`config.mk`:
```
export PLATFORM = sky130hd
export DESIGN_NAME = ofr_fault_response
export DESIGN_NICKNAME = d
export VERILOG_FILES = /design/src/core/ofr_pkg.sv /design/src/core/ofr_fault_response.sv
export SDC_FILE = /design/constraint.sdc
export NUM_CORES = 1
export LEC_CHECK = 0
export BUFFER_PORTS_ARGS = -buffer_cell sky130_fd_sc_hd__buf_2
export CORE_MARGIN = 2
export CORE_UTILIZATION = 48
export DETAILED_ROUTE_END_ITERATION = 8
export PLACE_DENSITY = 0.69
export SLEW_MARGIN = 0
export SYNTH_ARGS = -nofsm -noshare
export SYNTH_HDL_FRONTEND = slang
export SYNTH_SLANG_ARGS = --single-unit
```
`constraint.sdc`:
```
create_clock -name clock -period 2.3 [get_ports clock]
set_input_delay 0.575 -clock clock [delete_from_list [all_inputs] [get_ports clock]]
set_output_delay 0.575 -clock clock [all_outputs]
set_load 0.05 [all_outputs]
```
`src/core/ofr_pkg.sv`:
```
package ofr_pkg;
   // ***********************************************
   // command codes and layouts
   // ***********************************************
   localparam int NUM_CH = 2;
   localparam logic [7:0] CMD_OC_ACTION = 8'h47;
   // die overtemp command code is arbitrary, no code is printed
   localparam logic [7:0] CMD_DIE_OT_ACTION = 8'hD7;
   localparam logic [7:0] OC_ACTION_RST = 8'h00;
   localparam logic [7:0] DIE_OT_ACTION_RST = 8'hC0;
   localparam int RESP_LSB = 6;
   localparam int RETRY_LSB = 3;
   localparam int DELAY_LSB = 0;
   // response codes for the overcurrent action byte
   localparam logic [1:0] RESP_LIMIT = 2'b00;
   localparam logic [1:0] RESP_BAD = 2'b01;
   localparam logic [1:0] RESP_DELAY = 2'b10;
   localparam logic [1:0] RESP_OFF = 2'b11;
   // response codes for the die overtemp action byte
   localparam logic [1:0] OT_RESP_LATCH = 2'b10;
   localparam logic [1:0] OT_RESP_HOLD = 2'b11;
   localparam logic [2:0] RETRY_NONE = 3'b000;
   // ***********************************************
   // timing
   // ***********************************************
   localparam int CLK_PERIOD_NS = 8;
   localparam int MS_NS = 1000000;
   localparam int MS_CYCLES = (MS_NS + CLK_PERIOD_NS - 1) / CLK_PERIOD_NS;
   localparam int DELAY_UNIT_MS = 16;
   localparam int DIV_W = 17;
   localparam int CNT_W = 8;
   // ***********************************************
   // channel states
   // ***********************************************
   typedef enum logic [2:0] {
      ST_OFF = 3'b000,
      ST_RUN = 3'b001,
      ST_LIMIT = 3'b010,
      ST_RETRY = 3'b011,
      ST_LATCH = 3'b100
   } ofr_state_t;
endpackage

```
`src/core/ofr_fault_response.sv`:
```
`timescale 1ns/100ps
`default_nettype none
module ofr_fault_response #(
   parameter int MS_CYCLES = ofr_pkg::MS_CYCLES
) (
   input wire logic clock,
   input wire logic resetn,
   input wire logic cmd_valid,
   input wire logic cmd_write,
   input wire logic [7:0] cmd_code,
   input wire logic cmd_page,
   input wire logic [7:0] cmd_wdata,
   output logic rsp_valid,
   output logic [7:0] rsp_rdata,
   input wire logic clear_faults,
   input wire logic restore_user_all,
   input wire logic maker_soft_reset_cmd,
   input wire logic [1:0] run_on,
   input wire logic [1:0] oc_detect,
   input wire logic [1:0] alert_mask_oc,
   input wire logic die_ot_fault,
   input wire logic [7:0] restart_interval_setting,
   output logic [1:0] output_enable,
   output logic [1:0] status_byte_nota,
   output logic [1:0] status_byte_iout_oc,
   output logic [1:0] status_word_iout,
   output logic [1:0] status_iout_oc_fault,
   output logic command_comm_fault,
   output logic alert_o,
   output logic alert_oe
);
   // ***********************************************
   // field decoding
   // ***********************************************
   function automatic logic [1:0] resp_of(input logic [7:0] b);
      resp_of = b[ofr_pkg::RESP_LSB +: 2];
   endfunction
   function automatic logic [2:0] retry_of(input logic [7:0] b);
      retry_of = b[ofr_pkg::RETRY_LSB +: 3];
   endfunction
   // delay in ms ticks; max 7 * 16 = 112 fits the counter
   function automatic logic [7:0] target_of(input logic [7:0] b);
      target_of = 8'(b[ofr_pkg::DELAY_LSB +: 3] * ofr_pkg::DELAY_UNIT_MS);
   endfunction

   logic [7:0] action_q [ofr_pkg::NUM_CH];
   logic [7:0] die_ot_action;
   logic [1:0] oc_fault_q, run_prev_q, oc_set, oc_clr, oe_q;
   logic ms_tick_q, comm_fault_q, wr_bad, rsp_valid_q;
   logic [ofr_pkg::DIV_W-1:0] div_q;
   logic [7:0] rsp_rdata_q;
   logic alert_oe_q, alert_o_q;
   // the die overtemp byte has no storage, it is a constant
   assign die_ot_action = ofr_pkg::DIE_OT_ACTION_RST;
   // ***********************************************
   // millisecond tick
   // ***********************************************
   // one shared divider; channel delays are quantised to 1 ms
   always_ff @(posedge clock or negedge resetn) begin
      if (!resetn) begin
         div_q <= '0;
         ms_tick_q <= 1'b0;
      end else if (div_q == ofr_pkg::DIV_W'(MS_CYCLES - 1)) begin
         div_q <= '0;
         ms_tick_q <= 1'b1;
      end else begin
         div_q <= ofr_pkg::DIV_W'(div_q + 1'b1);
         ms_tick_q <= 1'b0;
      end
   end
   // ***********************************************
   // command port
   // ***********************************************
   // refused writes: bad response code or the read-only byte
   assign wr_bad = cmd_valid && cmd_write &&
      ((cmd_code == ofr_pkg::CMD_OC_ACTION &&
        resp_of(cmd_wdata) == ofr_pkg::RESP_BAD) ||
       cmd_code == ofr_pkg::CMD_DIE_OT_ACTION);
   // read answer one cycle after the request; unmapped reads 0
   always_ff @(posedge clock or negedge resetn) begin
      if (!resetn) begin
         rsp_valid_q <= 1'b0;
         rsp_rdata_q <= 8'h00;
      end else begin
         rsp_valid_q <= cmd_valid && !cmd_write;
         if (cmd_valid && !cmd_write) begin
            if (cmd_code == ofr_pkg::CMD_OC_ACTION) begin
               rsp_rdata_q <= action_q[cmd_page];
            end else if (cmd_code == ofr_pkg::CMD_DIE_OT_ACTION) begin
               rsp_rdata_q <= die_ot_action;
            end else begin
               rsp_rdata_q <= 8'h00;
            end
         end
      end
   end
   // comm fault is sticky; a new refusal beats a clear
   always_ff @(posedge clock or negedge resetn) begin
      if (!resetn) begin
         comm_fault_q <= 1'b0;
      end else begin
         comm_fault_q <= wr_bad || (comm_fault_q && !clear_faults);
      end
   end

   // ***********************************************
   // per-channel fault response
   // ***********************************************
   for (genvar i = 0; i < ofr_pkg::NUM_CH; i++) begin : g_ch
      ofr_pkg::ofr_state_t st_q, shut_st;
      logic [ofr_pkg::CNT_W-1:0] cnt_q;
      logic [1:0] resp, ot_resp;
      logic ot_hold;
      assign resp = resp_of(action_q[i]);
      assign ot_resp = resp_of(die_ot_action);
      assign ot_hold = die_ot_fault && ot_resp == ofr_pkg::OT_RESP_HOLD;
      // retry 000 latches off, anything else waits and restarts
      assign shut_st = (retry_of(action_q[i]) == ofr_pkg::RETRY_NONE) ?
         ofr_pkg::ST_LATCH : ofr_pkg::ST_RETRY;
      // action byte; restore and soft reset reload the default
      always_ff @(posedge clock or negedge resetn) begin
         if (!resetn) begin
            action_q[i] <= ofr_pkg::OC_ACTION_RST;
         end else if (cmd_valid && cmd_write && cmd_page == 1'(i) &&
               cmd_code == ofr_pkg::CMD_OC_ACTION &&
               resp_of(cmd_wdata) != ofr_pkg::RESP_BAD) begin
            action_q[i] <= cmd_wdata;
         end else if (restore_user_all || maker_soft_reset_cmd) begin
            action_q[i] <= ofr_pkg::OC_ACTION_RST;
         end
      end
      // response sequencer; commanded off overrides everything
      always_ff @(posedge clock or negedge resetn) begin
         if (!resetn) begin
            st_q <= ofr_pkg::ST_OFF;
            cnt_q <= '0;
         end else if (!run_on[i]) begin
            st_q <= ofr_pkg::ST_OFF;
            cnt_q <= '0;
         end else begin
            case (st_q)
               ofr_pkg::ST_OFF: begin
                  st_q <= ofr_pkg::ST_RUN;
                  cnt_q <= '0;
               end
               ofr_pkg::ST_RUN: begin
                  if (die_ot_fault && ot_resp == ofr_pkg::OT_RESP_LATCH) begin
                     st_q <= ofr_pkg::ST_LATCH;
                  end else if (oc_detect[i] &&
                        resp == ofr_pkg::RESP_DELAY) begin
                     st_q <= ofr_pkg::ST_LIMIT;
                     cnt_q <= '0;
                  end else if (oc_detect[i] && resp == ofr_pkg::RESP_OFF) begin
                     st_q <= shut_st;
                     cnt_q <= '0;
                  end
                  // response 00 stays here, limiter holds the current
               end
               ofr_pkg::ST_LIMIT: begin
                  if (die_ot_fault && ot_resp == ofr_pkg::OT_RESP_LATCH) begin
                     st_q <= ofr_pkg::ST_LATCH;
                  end else if (!oc_detect[i]) begin
                     st_q <= ofr_pkg::ST_RUN;
                  end else if (cnt_q >= target_of(action_q[i])) begin
                     st_q <= shut_st;
                     cnt_q <= '0;
                  end else if (ms_tick_q) begin
                     cnt_q <= ofr_pkg::CNT_W'(cnt_q + 1'b1);
                  end
               end
               ofr_pkg::ST_RETRY: begin
                  if (cnt_q >= restart_interval_setting) begin
                     st_q <= ofr_pkg::ST_RUN;
                     cnt_q <= '0;
                  end else if (ms_tick_q) begin
                     cnt_q <= ofr_pkg::CNT_W'(cnt_q + 1'b1);
                  end
               end
               ofr_pkg::ST_LATCH: begin
                  st_q <= ofr_pkg::ST_LATCH;
               end
               default: begin
                  st_q <= ofr_pkg::ST_OFF;
               end
            endcase
         end
      end
      // output on only while running or limiting, and not too hot
      always_ff @(posedge clock or negedge resetn) begin
         if (!resetn) begin
            oe_q[i] <= 1'b0;
         end else begin
            oe_q[i] <= (st_q == ofr_pkg::ST_RUN ||
               st_q == ofr_pkg::ST_LIMIT) && !ot_hold;
         end
      end
      // fault recorded only while run_on is high and the channel is running or limiting
      assign oc_set[i] = oc_detect[i] && run_on[i] &&
         (st_q == ofr_pkg::ST_RUN || st_q == ofr_pkg::ST_LIMIT);
      assign oc_clr[i] = clear_faults || restore_user_all ||
         maker_soft_reset_cmd || (run_on[i] && !run_prev_q[i]);
      // sticky fault bit; a new fault beats any clear
      always_ff @(posedge clock or negedge resetn) begin
         if (!resetn) begin
            oc_fault_q[i] <= 1'b0;
            run_prev_q[i] <= 1'b0;
         end else begin
            oc_fault_q[i] <= oc_set[i] || (oc_fault_q[i] && !oc_clr[i]);
            run_prev_q[i] <= run_on[i];
         end
      end

   end
   // ***********************************************
   // alert line and status copies
   // ***********************************************
   // open drain: drive low whenever an unmasked overcurrent fault stands
   always_ff @(posedge clock or negedge resetn) begin
      if (!resetn) begin
         alert_oe_q <= 1'b0;
         alert_o_q <= 1'b0;
      end else begin
         alert_oe_q <= |(oc_fault_q & ~alert_mask_oc);
         alert_o_q <= 1'b0;
      end
   end

   // all four status views share the one sticky bit
   assign status_byte_nota = oc_fault_q;
   assign status_byte_iout_oc = oc_fault_q;
   assign status_word_iout = oc_fault_q;
   assign status_iout_oc_fault = oc_fault_q;
   assign output_enable = oe_q;
   assign command_comm_fault = comm_fault_q;
   assign rsp_valid = rsp_valid_q;
   assign rsp_rdata = rsp_rdata_q;
   assign alert_oe = alert_oe_q;
   assign alert_o = alert_o_q;
endmodule
`default_nettype wire

```
After elaboration in Yosys (flattened, before gate mapping)
Index checks and enable logic that the tools add are counted.
- bits in registers: 73
- input port bits: 39
- output and inout bits: 22
- word-level logic and storage cells: 153
- $add $sub $neg: 3
- $lt $le $gt $ge: 5
- eq/ne operators: 27
- mux-type cells: 42
- bitwise gates (word level): 4
- reduce and logical (&&, ||, !) cells: 54
- operator list (kind ; number):
    8-bit 2-to-1 mux ; 22
    8-bit case mux with 4 select lines ; 2
    3-bit 2-to-1 mux ; 14
    3-bit case mux with 5 select lines ; 2
    1-bit logical AND ; 25
    17-bit by 1-bit adder with 17-bit output, second input constant ; 1
    17-bit == test, second input constant ; 1
    17-bit 2-to-1 mux ; 1
    8-bit by 1-bit adder with 8-bit output, second input constant ; 2
    8-bit by 7-bit >= comparator with 1-bit output ; 2
    8-bit >= comparator ; 2
    4-bit inequality test, second input constant ; 4
    3-bit by 2-bit == test with 1-bit output, second input constant ; 4
    3-bit zero test ; 4
    3-bit inequality test, second input constant ; 4
    3-bit AND reduction ; 4
    1-bit logical OR ; 11
    5-bit by 1-bit inequality test with 1-bit output, second input constant ; 2
    2-bit == test, second input constant ; 4
    8-bit by 7-bit == test with 1-bit output, second input constant ; 1
    8-bit == test, second input constant ; 1
    1-bit zero test ; 7
    3-bit by 1-bit == test with 1-bit output, second input constant ; 2
    3-bit == test, second input constant ; 2
    other kinds (10) ; 11

Logic depth before layout (Yosys ltp)
- depth after elaboration: 6
- mapped depth: 8
- depth with buffers taken out: 8

Least setup slack after synthesis
Ideal clock, no wire load.
- path type: input port to flip-flop
- start point: input port restart_interval_setting[5]
- end point: register g_ch[0].cnt_q[4] in the netlist's numbering
- setup time: 0.101 ns
- arrival: 2.135 ns
- required time: 2.199 ns
- slack: 0.064 ns
- cell stages on the path: 8
- path buffers: 0
- path through: inv_1 > ha_1 > a21o_1 > a21o_1 > a221oi_4 > o2111ai_4 > o21a_1 > o32ai_1
- longest elaborated chain between the ends: 4
- RTL lines (element ; line ; text):
    start: declaration ; ofr_fault_response.sv:22 ; input wire logic [7:0] restart_interval_setting,
    8-bit >= comparator ; ofr_fault_response.sv:172 ; if (cnt_q >= restart_interval_setting) begin
    8-bit 2-to-1 mux ; ofr_fault_response.sv:172 ;
    8-bit case mux with 4 select lines ; ofr_fault_response.sv:141 ; case (st_q)
    8-bit 2-to-1 mux ; ofr_fault_response.sv:137 ; end else if (!run_on[i]) begin
    end signal: assignment ; ofr_fault_response.sv:168 ; cnt_q <= ofr_pkg::CNT_W'(cnt_q + 1'b1);
    end signal: assignment ; ofr_fault_response.sv:176 ; cnt_q <= ofr_pkg::CNT_W'(cnt_q + 1'b1);
    end: declaration ; ofr_fault_response.sv:111 ; logic [ofr_pkg::CNT_W-1:0] cnt_q;
Every way passes these cells.
A chain may end at the register's enable or synchronous reset.

Final worst setup path
- start point: register g_ch[0].cnt_q[5] in the netlist's numbering
- end point: register g_ch[0].cnt_q[7] in the netlist's numbering
- longest elaborated chain between the ends: 6
- elaborated cells on any way between the ends: 9
- classes of those cells: add/sub: 1; order compare: 2; mux: 6
- RTL lines (element ; line ; text):
    8-bit by 1-bit adder with 8-bit output ; ofr_fault_response.sv:168, ofr_fault_response.sv:176 ;
    8-bit 2-to-1 mux ; ofr_fault_response.sv:167, ofr_fault_response.sv:175 ;
    8-bit 2-to-1 mux ; ofr_fault_response.sv:164 ; end else if (cnt_q >= target_of(action_q[i])) begin
    8-bit 2-to-1 mux ; ofr_fault_response.sv:162 ; end else if (!oc_detect[i]) begin
    8-bit case mux with 4 select lines * ; ofr_fault_response.sv:141 ;
    8-bit 2-to-1 mux * ; ofr_fault_response.sv:137 ;
Mark *: on every way between the ends. The rest lies on a longest branch, timed or not. The select of a mux whose other input is x is not followed.

==> impl_results.md <==
* H-tree depth at 3
* MaxCap Viol Count at 0
* CTS tree: done
* Drt wl/cell at 14.8 um
* Lkg Pwr at 2.40 nW
* Fin crit period at 2.24 ns
* Post-Synth Adder-Cell Area at 0.0805
* FP Rows at 34
* Synth Cell Area at 4200 sq um
* Post-synth ARST share at 1.00
* Main combinational cell family by area after synthesis: simple AND/OR/NAND/NOR gates
* Startpoint class of the critical path: register
* Maximum clock frequency at 447 MHz
* Share of the synthesized area in the top cell type at 0.435
* Nets@finish at 575
* Hold Path Class: primary input to asynchronous set/reset pin
* Die height at 97.5 um
* Reg2reg path depth at 8
* Req. time, crit path at 2.58 ns
* Post-Synthesis Cells at 434
* Max-slew violations at 0
* Total grt overflow at 0
* CTS Root Cell: clkbuf_8
* Layout cells sized above 1 at 0.208
* Synth Area in Simple Gates at 0.201
* Initial Utilization at 0.488
* Post-synthesis compound-gate area fraction at 0.169
* DP Worst Slack at -0.162 ns
* DRT Wirelength at 9200 um
* Reg-to-Reg Start: g_ch[0].cnt_q[5]$_DFFE_PN0P_
* Crit path capture type: register
* 1st-pass router iterations at 4
* Ranking of synthesized cells by area: dfrtp_1 44%, ha_1 8.1%, nand3_1 4.1%
* Period Utilization, post-route at 0.973
* Drt via density at 5.58
* Total CTS buffers at 9
* IO Pins at 61
* Vias in the first global route at 3363
* CP startpoint: g_ch[0].cnt_q[5]$_DFFE_PN0P_
* Final Hold Fails at 0
* GPL Wtd Cong at 0.853
* Worst-case vdd ir drop at 0.329 mV
* Clock Sinks at 73
* Seq/Total Area, Yosys at 0.435
* EDFF count, synth at 0
* Die Area at 9500 sq um
* Power per cell area at 582 nW/um^2
* CP Capture Point: g_ch[0].cnt_q[7]$_DFFE_PN0P_
* DRC Markers at 0
* Commonest cells in the netlist: 73 x dfrtp_1, 36 x nand2_1, 34 x nand3_1, 34 x o21ai_0, 32 x inv_1
* Post-route clock skew at 0.0160 ns
* Top-count cell post-synth: dfrtp_1
* First-pass GRT wire length at 15700 um
* Antenna viol nets, final at 0
* Via count at 3470
* Largest net degree at the start of global routing at 36
* Final setup vio count at 0
* Status: completed
* Comb pwr share at 0.170
* Gr usage total at 0.201
* Sw frac at 0.307
* RR Endpoint: g_ch[0].cnt_q[7]$_DFFE_PN0P_
* Crit path kind: register to register
* Post-Synth XOR/XNOR Area at 0.0418
* Worst path arrival time at 2.52 ns
* Actual slew at the worst max-slew pin at 0.683 ns
* Core region area at 8590 sq um
* Initial antenna violation count at 0
* Cell-internal power at 1.98 mW
* Clock power share at 0.354
* Relative slew slack at 0.545
* Register bit total from synthesis at 73
* Initial DRC count at 153
* Clk pin slew, worst setup/hold paths at 0.09 ns
* Syn nets at 500
* Synthesis warning total at 0
* Mean Syn Cell Area at 9.67 sq um
* Die Wd at 97.5 um
* Top fanout value on the critical path at 5
* Net Sw Power at 880 uW
* Final WS setup at 0.0623 ns
* Mux cell area share after synthesis at 0.0215
* Area delta synth->final at 17.2%
* Detailed placer's ending HPWL at 6820 um
* RSZ-0062 raised after global routing: true
* N_diodes at 0
* Clock buffer depth at 2
* Netlist cell types at 61
* IO buf count at 59
* Reg2Reg Setup Slack at 0.06 ns
* Synth Flop Type: dfrtp_1
* Skew-Pair Late Insertion Delay at 0.35 ns
* Synth area leader: dfrtp_1
* Sequential group share of total power at 0.476
* Hold slack at 0.255 ns
[layout make-up]
class                           instances  area [sq um]
Tap cell                              108           135
Sequential cell                        73          1830
Multi-Input combinational cell        315          2190
Timing Repair Buffer                   78           450
Clock buffer                           10           128
Clock inverter                          6          66.3
Inverter                               32           120
Fill cell                             768          3670
[layer usage]
| layer | vias up | GRT usage | routed length [um] | share of wire |
|---|---|---|---|---|
| met5 | - | 0 | 0 | 0 |
| met4 | 0 | 0.0876 | 216 | 0.023 |
| met3 | 17 | 0.0360 | 407 | 0.044 |
| met2 | 85 | 0.321 | 4350 | 0.47 |
| met1 | 1660 | 0.271 | 4230 | 0.46 |
| li1 | 1708 | - | - | - |
[worst min-delay path by stage]
stage	endpoint	slack, ns	depth (start not counted)
after global placement	rsp_rdata[4]$_DFFE_PN0P_	0.47	2
after detailed placement	rsp_rdata[3]$_DFFE_PN0P_	0.47	2
after floorplan	action_q[0]$_DFFE_PN0P_	0.28	0
final	rsp_valid$_DFF_PN0_	0.25	1
after global routing	rsp_rdata[7]$_DFFE_PN0P_	0.31	1
after CTS	rsp_valid$_DFF_PN0_	0.27	1
[power groups by stage]
stage | logic, mW | registers (mW) | clock network [mW]
after global placement | 0.467 | 1.39 | 0
after CTS | 0.480 | 1.36 | 1.03
after detailed placement | 0.479 | 1.39 | 0
final | 0.487 | 1.36 | 1.01
after floorplan | 0.298 | 1.43 | 0
after global routing | 0.537 | 1.37 | 1.09
[timing repair]
item                       CTS  global route
gates resized for setup      0             5
setup endpoints to repair    0             7
buffers inserted             0             3
hold buffers                 0             0
[through the flow]
| step | area [sq um] | TNS [ns] | power [mW] | cells | util |
|---|---|---|---|---|---|
| 2_1_floorplan | 4200 | 0 | 1.72 | 434 | - |
| 3_3_place_gp | 4670 | -0.679 | 1.85 | 602 | 0.544 |
| 3_5_place_dp | 4670 | -1.65 | 1.87 | 602 | 0.544 |
| 4_1_cts | 4860 | 0 | 2.87 | 618 | 0.566 |
| 5_1_grt | 4920 | -0.122 | 3.00 | 622 | 0.572 |
| 6_report | 4920 | 0 | 2.86 | 622 | 0.572 |
[worst max-delay path: stages (launching register included)]
cell and delay (ns):
dfrtp_1 0.39, ha_1 0.29, a21o_1 0.18, a21o_1 0.19, a221oi_4 0.37, buf_4 0.19, o2111ai_4 0.16, o21ai_0 0.24
a22o_1 0.16
[state kept, by name, summed over array words and instances (netlist names), 2 cells and up]
signal and count:
g_ch.st_q 6, div_q 17, rsp_rdata 8, status_byte_iout_oc 2, action_q 16, g_ch.cnt_q 16, output_enable 2, run_prev_q 2
[cell families (layout without fill, tap and decap cells)]
logic type      count (synthesis)  in the layout
compound gates                 96             97
xor+xnor                       20             20
fa+ha+maj                      27             27
buf+inv                        47            126
flops                          73             73
mux                             9              9
other cells                     1              1
simple gates                  161            161
[layout by cell type (no fill, tap or decap), drive strengths merged, types with 9 or more instances in the layout]
master,netlist,final
nand2,36,36
ha,27,27
buf,10,78
xnor2,9,9
dfrtp,73,73
and3,9,9
nor3,12,12
xor2,11,11
inv,32,34
mux2i,9,9
nor2,21,21
a21oi,13,13
nor2b,14,14
clkbuf,5,10
o21ai,36,36
nand3,34,34
(Power assumes the default switching activity.)
